## src/core/dab_pkg.sv

```systemverilog
// Overview of operation
// - delay and converter registers take reads and writes at any moment
// - burst gate delay is eight bits, resets to 0x5d, bit 0 is lsb
// - converter register resets to 0x82: clamp code two, chroma asleep
// - clamp field bits 7:6 picks back-porch level 0x30, 0x34, 0x38, 0x3c
// - sync threshold bit clear gives high threshold, set gives low
// - clock sleep stops system clock; bus and output clocks keep going
// - luma sleep bit set puts luma converter to sleep
// - chroma sleep bit set sleeps chroma converter; absent variants ignore it
// - reads of 0x1b through 0x1e return fixed filler 0x00
// - any write to 0x1f restores every control register default
// - reads of 0x1f return fixed filler 0x00 and reset nothing
`default_nettype none
package dab_pkg;
  localparam logic [7:0] DAB_OFS_BURST   = 8'h19;
  localparam logic [7:0] DAB_OFS_CONV    = 8'h1a;
  localparam logic [7:0] DAB_OFS_RSV_LO  = 8'h1b;
  localparam logic [7:0] DAB_OFS_RSV_HI  = 8'h1e;
  localparam logic [7:0] DAB_OFS_SOFTWARE_RESET_CMD  = 8'h1f;
  localparam logic [7:0] DAB_RST_BURST   = 8'h5d;
  localparam logic [7:0] DAB_RST_CONV    = 8'h82;
  localparam logic [7:0] DAB_RSV_READ    = 8'h00;
  localparam int         DAB_POS_CLAMP   = 6;
  localparam int         DAB_POS_SYNC    = 5;
  localparam int         DAB_POS_GAIN    = 4;
  localparam int         DAB_POS_CLK     = 3;
  localparam int         DAB_POS_LUMA    = 2;
  localparam int         DAB_POS_CHROMA  = 1;
  localparam logic [7:0] DAB_CLAMP_L0    = 8'h30;
  localparam logic [7:0] DAB_CLAMP_L1    = 8'h34;
  localparam logic [7:0] DAB_CLAMP_L2    = 8'h38;
  localparam logic [7:0] DAB_CLAMP_L3    = 8'h3c;
  typedef struct packed {
    logic [1:0] clamp;
    logic       sync_low;
    logic       gain_control_disable;
    logic       clk_sleep;
    logic       luma_sleep;
    logic       chroma_sleep;
    logic       rsvd;
  } dab_conv_t;
  typedef struct packed {
    logic       wr;
    logic       rd;
    logic [7:0] addr;
    logic [7:0] wdata;
  } dab_req_t;
  typedef struct packed {
    logic [7:0] clamp_level;
    logic       sync_low;
    logic       gain_control_disable;
    logic       clk_sleep;
    logic       luma_sleep;
    logic       chroma_sleep;
    logic [7:0] burst_gate_delay;
  } dab_ctrl_t;
endpackage
`default_nettype wire

```

## src/core/dab_regs.sv

```systemverilog
`default_nettype none
module dab_regs
  import dab_pkg::*;
#(
  parameter bit HAS_CHROMA = 1'b1
)(
  input  wire logic       clock,
  input  wire logic       rst_n,
  input  wire dab_req_t   req,
  output var  logic [7:0] rdata,
  output var  logic       rvalid,
  output var  dab_ctrl_t  ctrl,
  output var  logic       soft_reset_pulse
);
  logic [7:0] burst_reg;
  dab_conv_t  conv_reg;
  dab_conv_t  conv_next;
  logic       wr_burst;
  logic       wr_conv;
  logic       wr_software_reset_cmd;

  function automatic logic [7:0] clamp_level(input logic [1:0] code);
    unique case (code)
      2'b00: clamp_level = DAB_CLAMP_L0;
      2'b01: clamp_level = DAB_CLAMP_L1;
      2'b10: clamp_level = DAB_CLAMP_L2;
      2'b11: clamp_level = DAB_CLAMP_L3;
    endcase
  endfunction

  // write decode, no timing qualifier
  // always accessible
  assign wr_burst  = req.wr && (req.addr == DAB_OFS_BURST);
  assign wr_conv   = req.wr && (req.addr == DAB_OFS_CONV);
  assign wr_software_reset_cmd = req.wr && (req.addr == DAB_OFS_SOFTWARE_RESET_CMD);

  always_comb
  begin
    conv_next = dab_conv_t'(req.wdata);
    if (!HAS_CHROMA)
    begin
      conv_next.chroma_sleep = conv_reg.chroma_sleep;
    end
  end

  always_ff @(posedge clock or negedge rst_n)
  begin
    if (!rst_n)
      burst_reg <= DAB_RST_BURST;
    else if (wr_software_reset_cmd)
      burst_reg <= DAB_RST_BURST;
    else if (wr_burst)
      burst_reg <= req.wdata;
  end

  always_ff @(posedge clock or negedge rst_n)
  begin
    if (!rst_n)
      conv_reg <= dab_conv_t'(DAB_RST_CONV);
    else if (wr_software_reset_cmd)
      conv_reg <= dab_conv_t'(DAB_RST_CONV);
    else if (wr_conv)
      conv_reg <= conv_next;
  end

  // read path; reserved and reset address give fixed filler
  // reserved reads defined as filler
  // reset address read has no effect
  always_ff @(posedge clock or negedge rst_n)
  begin
    if (!rst_n)
    begin
      rdata  <= 8'h00;
      rvalid <= 1'b0;
    end
    else
    begin
      rvalid <= req.rd;
      if (req.addr == DAB_OFS_BURST)
        rdata <= burst_reg;
      else if (req.addr == DAB_OFS_CONV)
        rdata <= HAS_CHROMA ? 8'(conv_reg)
                            : (8'(conv_reg) & ~(8'h01 << DAB_POS_CHROMA));
      else
        rdata <= DAB_RSV_READ;
    end
  end

  // control outputs toward the decoder datapath
  always_ff @(posedge clock or negedge rst_n)
  begin
    if (!rst_n)
    begin
      ctrl <= '{clamp_level: DAB_CLAMP_L2, sync_low: 1'b0, gain_control_disable: 1'b0,
                clk_sleep: 1'b0, luma_sleep: 1'b0, chroma_sleep: 1'b1,
                burst_gate_delay: DAB_RST_BURST};
      soft_reset_pulse <= 1'b0;
    end
    else
    begin
      ctrl.clamp_level          <= clamp_level(conv_reg.clamp);
      ctrl.sync_low             <= conv_reg.sync_low;
      ctrl.gain_control_disable <= conv_reg.gain_control_disable;
      ctrl.clk_sleep            <= conv_reg.clk_sleep;
      ctrl.luma_sleep           <= conv_reg.luma_sleep;
      ctrl.chroma_sleep         <= conv_reg.chroma_sleep && HAS_CHROMA;
      ctrl.burst_gate_delay     <= burst_reg;
      soft_reset_pulse          <= wr_software_reset_cmd;
    end
  end
endmodule
`default_nettype wire

```

## config.mk

```make
export PLATFORM = sky130hd
export DESIGN_NAME = dab_regs
export DESIGN_NICKNAME = d
export VERILOG_FILES = /design/src/core/dab_pkg.sv /design/src/core/dab_regs.sv
export SDC_FILE = /design/constraint.sdc
export NUM_CORES = 1
export LEC_CHECK = 0
export BUFFER_PORTS_ARGS = -buffer_cell sky130_fd_sc_hd__buf_4
export CELL_PAD_IN_SITES_DETAIL_PLACEMENT = 1
export CELL_PAD_IN_SITES_GLOBAL_PLACEMENT = 1
export CORE_MARGIN = 2
export CORE_UTILIZATION = 35
export CTS_CLUSTER_SIZE = 16
export DETAILED_ROUTE_END_ITERATION = 8
export HOLD_SLACK_MARGIN = 0.03
export PLACE_DENSITY = 0.77
export SYNTH_ARGS = -nofsm -noshare
export SYNTH_HDL_FRONTEND = slang
export SYNTH_SLANG_ARGS = --single-unit
```

## constraint.sdc

```tcl
create_clock -name clock -period 0.8 [get_ports clock]
set_input_delay 0.04 -clock clock [delete_from_list [all_inputs] [get_ports clock]]
set_output_delay 0.04 -clock clock [all_outputs]
set_load 0.01 [all_outputs]
```

==> flow_metrics.py, run 1 <==
metrics = {
    "min_path": {
        "min_to": "burst_reg[5]$_DFFE_PN0P_",
        "hold-path-cell-count": 4,
        "hold_start": "req[13]",
        "hold_class": "in -> reg",
    },
    "synth": {
        "synthMuxAreaShare_pct": 0,
        "synth-seq-cells": 41,
        "synth_compound_area_share_pct": 14.7,
        "synthAdderAreaFrac_pct": 0,
        "ys_async_sr_fraction_pct": 100,
        "synth_top_family_by_area": "compound AO/OA/AOI/OAI gates",
        "yosysSeqAreaShare_pct": 68.5,
        "syn_inst": 102,
        "syn_area_um2": 1520,
        "synth_edf_count": 0,
        "ys.flop_type": "dfrtp_1",
        "yosys.area.top_type_share_pct": 44.3,
        "synth-simple-area-share_pct": 8.95,
        "synthDistinctLibCells": 29,
        "synth_area_leaders": "dfrtp_1 44%, dfstp_2 24%, a22o_2 5.3%, a22o_1 3.4%, o22a_2 3.3%",
        "yosys_warnings": 0,
        "postSynthAreaPerCell_um2": 14.9,
        "synth-xor-area-share_pct": 1.15,
        "yosys.area.top_type": "dfrtp_1",
    },
    "power": {
        "combPwrFrac_pct": 14.8,
        "p_leak_uw": 0.00120,
        "peakVddDrop_v": 0.000745,
        "cellInternalPower_uw": 3280,
        "p_switching_uw": 1030,
        "switching_share_pct": 24.0,
        "power.total_uw": 4310,
        "clockPowerShare_pct": 29.4,
        "p_seq_share_pct": 55.8,
        "power.density_nw_per_um2": 1720,
    },
    "grt": {
        "gr-max-usage-layer": "met2",
        "gr-usage-met2_pct": 35.4,
        "met3_usage_pct": 5.19,
        "grt_pass1_vias": 1275,
        "grt_antenna_before_repair": 0,
        "grt_use_total_pct": 18.2,
        "grt_pass1_wl_um": 6640,
        "grt.overflow.total": 0,
        "met1_usage_pct": 18.6,
        "grt_max_degree": 42,
    },
    "worst_setup_path": {
        "cp_slowest_stage_delay_ns": 0.54,
        "rr_startpoint": "conv_reg[7]$_DFFE_PN1P_",
        "crit_arrival_ns": 0.92,
        "cp.required_ns": 0.76,
        "crit_type": "reg -> out",
        "crit_path_cell_trace": "buf_6",
        "r2r_setup_slack_ns": 0,
        "reg2reg_depth": 2,
        "r2r-end": "conv_reg[7]$_DFFE_PN1P_",
        "critPathTopFamily": "flip-flops",
        "critPathCaptureType": "primary output",
        "crit_path_start_kind": "register",
        "crit_fanout": 1,
        "critPathBufInv": 1,
        "cp_slowest_cell": "dfstp_2",
    },
    "floorplanning": {
        "die_h_um": 70.0,
        "dieArea_um2": 4900,
        "start_util_pct": 37.3,
        "core_um2": 4090,
        "rows": 23,
        "fp.dieW_um": 70.0,
        "io_pins": 51,
    },
    "detailed_routing": {
        "wl_per_cell_um": 17.6,
        "ant_nets": 0,
        "vias": 1105,
        "dr.first_iter.drc_count": 44,
        "drc": 0,
        "totalWireLength_um": 4010,
        "via_per_inst": 4.85,
        "drt_first_pass_iters": 4,
    },
    "timing": {
        "final_max_slew_viol_count": 0,
        "clock_skew_ns": 0.00690,
        "finalHoldViolCount": 0,
        "rsz0062_at_grt": "yes",
        "fmax_mhz": 1040,
        "setup_viol": 47,
        "layout_setup_ws_ns": -0.165,
        "fin_crit_sh_pct": 121,
        "post-route-min-period_ns": 0.965,
    },
    "clocking": {
        "clock-sinks": 41,
        "cts_tree": "done",
        "h-tree-depth": 2,
        "cts-root-buf": "clkbuf_8",
        "insertion_delay_ns": 0.29,
        "clockBufferDepth": 2,
        "numCtsBuffers": 5,
        "cts.clk_slew.worst_paths_ns": 0.07,
    },
    "cells_and_area": {
        "regMostFlops": "ctrl",
        "fin_util_pct": 61.2,
        "largest_reg_flops": 15,
        "drive_gt1_share_pct": 64.0,
        "fillers": 398,
        "num_antenna_cells": 0,
        "syn2layout_area_growth_pct": 64.2,
        "nets": 197,
    },
    "placement": {
        "place_hpwl_um": 2650,
        "place_congestion": 0.802,
        "place.port_buffers": 44,
    },
    "run": {
        "maxCapViolations": 0,
    },
    "outcome": {
        "outcome": "finished, violations left",
        "violations": "negative setup slack",
    },
}
## metal layers
metal / part of all wire (%) / vias to the layer above
li1: - / 504
met1: 36 / 549
met2: 57 / 44
met3: 5.6 / 8
met4: 1.3 / 0
met5: 0 / -
## cell families (layout without fill, tap and decap cells)
| kind of cell | after synthesis | in the layout |
|---|---|---|
| xor gates and xnor gates | 2 | 2 |
| buffers and inverters | 17 | 89 |
| and+or+nand+nor | 15 | 15 |
| DFF | 41 | 41 |
| other | 2 | 6 |
| AOI/OAI and AO/OA | 25 | 25 |
## repair_timing
item / 4_1_cts / 5_1_grt
endpoints found under the hold margin: 42 / 0
gates resized for setup: 48 / 6
endpoints found under the setup margin: 49 / 49
hold buffers: 10 / 0
gates cloned: 0 / 0
setup buffers: 1 / 2
pin swaps: 26 / 4
## how the worst max path moves through the flow
stage | depth (start not counted) | slack (ns) | startpoint | endpoint
after CTS | 1 | -0.18 | ctrl[2]$_DFF_PN1_ | ctrl[2]
after floorplan | 3 | -0.30 | req[13] | rdata[1]$_DFF_PN0_
after global routing | 1 | -0.20 | ctrl[4]$_DFF_PN1_ | ctrl[4]
after detailed placement | 4 | -0.49 | req[13] | burst_reg[5]$_DFFE_PN0P_
final | 1 | -0.16 | ctrl[16]$_DFF_PN1_ | ctrl[16]
after global placement | 5 | -0.47 | req[13] | rdata[0]$_DFF_PN0_
## Yosys cell counts (2+ instances only)
cell       n
dfstp_2   14
nand3b_1   2
a22oi_1    2
inv_1      7
buf_4      6
a22o_1     6
o22ai_1    2
xor2_1     2
dfrtp_1   27
a22o_2     8
o22a_2     5
nor3_1     2
clkbuf_1   2
conb_1     2
## layout by cell type (no fill, tap or decap), drive strengths merged, types with 3 or more instances in the layout
cell type	instances
conb	6
dfrtp	27
dfstp	14
o22a	5
inv	7
buf	64
clkbuf	7
a22o	14
nor3	3
dlygate4sd3	10
## final cells by class
cell class | count | area [um^2] | share of cell area [%]
sequential | 41 | 1040 | 41.7
timing repair buffer | 74 | 736 | 29.4
multi-input combinational | 48 | 553 | 22.1
clock buffer | 7 | 76.3 | 3.05
tap | 50 | 62.6 | 2.50
inverter | 7 | 26.3 | 1.05
clock inverter | 1 | 5.00 | 0.200
## stage by stage
stage	hold WS (ns)	worst slack (ns)	cells	area, um^2	setup TNS [ns]
5_1_grt	0.212	-0.200	228	2500	-4.84
3_3_place_gp	0.0264	-0.468	207	2060	-10.08
4_1_cts	0.181	-0.181	226	2460	-2.86
6_report	0.199	-0.165	228	2500	-3.23
2_1_floorplan	-0.256	-0.304	106	1600	-4.89
3_5_place_dp	0.0381	-0.492	207	2060	-10.66
## power by group through the flow
stage,logic [uW],clock network (uW),registers (uW)
floorplan,168,0,2420
global placement,482,0,2390
detailed placement,507,0,2410
CTS,615,1310,2410
global route,684,1410,2430
finish,638,1270,2400
(Power assumes the default switching activity.)
==> inputs of run 2 (changes only) <==
--- a/config.mk
+++ b/config.mk
@@ -6,7 +6,7 @@
 export NUM_CORES = 1
 export LEC_CHECK = 0
 export BUFFER_PORTS_ARGS = -buffer_cell sky130_fd_sc_hd__buf_4
-export CELL_PAD_IN_SITES_DETAIL_PLACEMENT = 1
+export CELL_PAD_IN_SITES_DETAIL_PLACEMENT = 0
 export CELL_PAD_IN_SITES_GLOBAL_PLACEMENT = 1
 export CORE_MARGIN = 2
 export CORE_UTILIZATION = 35
==> run 2 against run 1 <==
  * The flow still finishes with violations (negative setup slack)
  * Worst setup slack better by 0.017 ns
  * Largest cell class unchanged
  * Utilization is 0.64 points lower
  * Total power is 1.3% lower
  * Final area is 1.1% lower
==> flow_metrics.py, run 2 (same netlist as run 1, synthesis figures left out) <==
metrics = {
    "worst_setup_path": {
        "crit_fanout": 1,
        "cp.required_ns": 0.76,
        "cp_slowest_cell": "dfstp_2",
        "crit_type": "reg -> out",
        "crit_path_cell_trace": "buf_6",
        "r2r_setup_slack_ns": 0.01,
        "critPathTopFamily": "flip-flops",
        "critPathCaptureType": "primary output",
        "cp_slowest_stage_delay_ns": 0.53,
        "crit_arrival_ns": 0.91,
        "critPathBufInv": 1,
        "crit_path_start_kind": "register",
    },
    "detailed_routing": {
        "ant_nets": 0,
        "wl_per_cell_um": 14.9,
        "via_per_inst": 4.84,
        "vias": 1094,
        "totalWireLength_um": 3380,
        "dr.first_iter.drc_count": 85,
        "drc": 0,
        "drt_first_pass_iters": 4,
    },
    "min_path": {
        "hold_class": "in -> reg",
    },
    "clocking": {
        "cts.clk_slew.worst_paths_ns": 0.07,
        "clockBufferDepth": 2,
        "cts-root-buf": "clkbuf_8",
        "clock-sinks": 41,
        "numCtsBuffers": 5,
        "h-tree-depth": 2,
        "insertion_delay_ns": 0.29,
        "cts_tree": "done",
    },
    "floorplanning": {
        "io_pins": 51,
        "start_util_pct": 37.3,
        "dieArea_um2": 4900,
        "core_um2": 4090,
        "fp.dieW_um": 70.0,
        "die_h_um": 70.0,
        "rows": 23,
    },
    "placement": {
        "dp.cells": 207,
        "place.port_buffers": 44,
        "place_congestion": 0.802,
        "place_hpwl_um": 2300,
    },
    "power": {
        "p_leak_uw": 0.00119,
        "clockPowerShare_pct": 29.2,
        "p_switching_uw": 979,
        "cellInternalPower_uw": 3280,
        "switching_share_pct": 23.0,
        "power.density_nw_per_um2": 1720,
        "p_seq_share_pct": 56.5,
        "combPwrFrac_pct": 14.3,
        "peakVddDrop_v": 0.000700,
    },
    "timing": {
        "setup_viol": 45,
        "rsz0062_at_grt": "yes",
        "layout_setup_ws_ns": -0.147,
        "fin_tns_setup_ns": -2.65,
        "final_max_slew_viol_count": 0,
        "finalHoldViolCount": 0,
        "fmax_mhz": 1060,
        "fin_crit_sh_pct": 118,
        "clock_skew_ns": 0.00267,
        "post-route-min-period_ns": 0.947,
    },
    "run": {
        "maxCapViolations": 0,
    },
    "grt": {
        "grt_pass1_wl_um": 5530,
        "grt_max_degree": 42,
        "grt_pass1_vias": 1122,
        "grt_use_total_pct": 14.8,
        "grt_antenna_before_repair": 0,
        "grt.overflow.total": 0,
    },
    "cells_and_area": {
        "regMostFlops": "ctrl",
        "syn2layout_area_growth_pct": 62.5,
        "num_antenna_cells": 0,
        "drive_gt1_share_pct": 62.5,
        "largest_reg_flops": 15,
        "final_cell_mix": "32 x buf_6, 27 x dfrtp_1, 27 x buf_4",
        "final_common_cell": "buf_6",
        "nets": 195,
        "stdcell_count": 226,
    },
    "outcome": {
        "violations": "negative setup slack",
        "outcome": "finished, violations left",
    },
}
-- run 2: worst paths after layout --
check                                              start                          to  cells past startpoint
max in group asynchronous                          rst_n          ctrl[16]$_DFF_PN1_                      2
worst max-delay path                   ctrl[2]$_DFF_PN1_                     ctrl[2]                      1
worst min register to register  burst_reg[6]$_DFFE_PN1P_           ctrl[6]$_DFF_PN1_                      0
worst min-delay path                             req[10]  soft_reset_pulse$_DFF_PN0_                      4
min in group asynchronous                          rst_n            rvalid$_DFF_PN0_                      2
worst max register to register   conv_reg[3]$_DFFE_PN0P_          rdata[3]$_DFF_PN0_                      1
-- run 2: cell type report --
type                       instances  area [um^2]
sequential                        41         1040
fill                             323         1610
tap                               50         62.6
inverter                           7         26.3
multi-input combinational         48          551
timing repair buffer              72          713
clock buffer                       8         80.1
-- run 2: routing by layer --
metal	up-vias	global-route usage [%]	wire, um
met2	47	24.3	1700
met5	-	0	0
li1	500	-	-
met4	0	4.49	46
met3	7	4.62	242
met1	540	18.8	1390
-- run 2: repair_timing --
| action | in CTS | in global routing |
|---|---|---|
| endpoints found under the hold margin | 42 | 0 |
| pin swaps | 22 | 6 |
| hold buffers | 10 | 0 |
| buffers inserted | 1 | 0 |
| endpoints found under the setup margin | 49 | 49 |
| gates resized for setup | 47 | 4 |
-- run 2: stage by stage --
step / utilization [%] / hold slack (ns) / instance area (um^2) / power [uW] / worst slack (ns)
4_1_cts: 60.1 / 0.159 / 2460 / 4290 / -0.159
6_report: 60.6 / 0.163 / 2480 / 4250 / -0.147
2_1_floorplan: - / -0.256 / 1600 / 2590 / -0.304
3_5_place_dp: 50.4 / 0.0403 / 2060 / 2900 / -0.494
3_3_place_gp: 50.4 / 0.0264 / 2060 / 2880 / -0.468
5_1_grt: 60.6 / 0.164 / 2480 / 4480 / -0.180
-- run 2: power groups by stage --
stage,Combinational [uW],Clock [uW],Sequential [uW]
after floorplan,168,0,2420
after global placement,482,0,2390
after detailed placement,497,0,2400
after CTS,601,1290,2400
after global routing,655,1400,2420
final,610,1240,2400
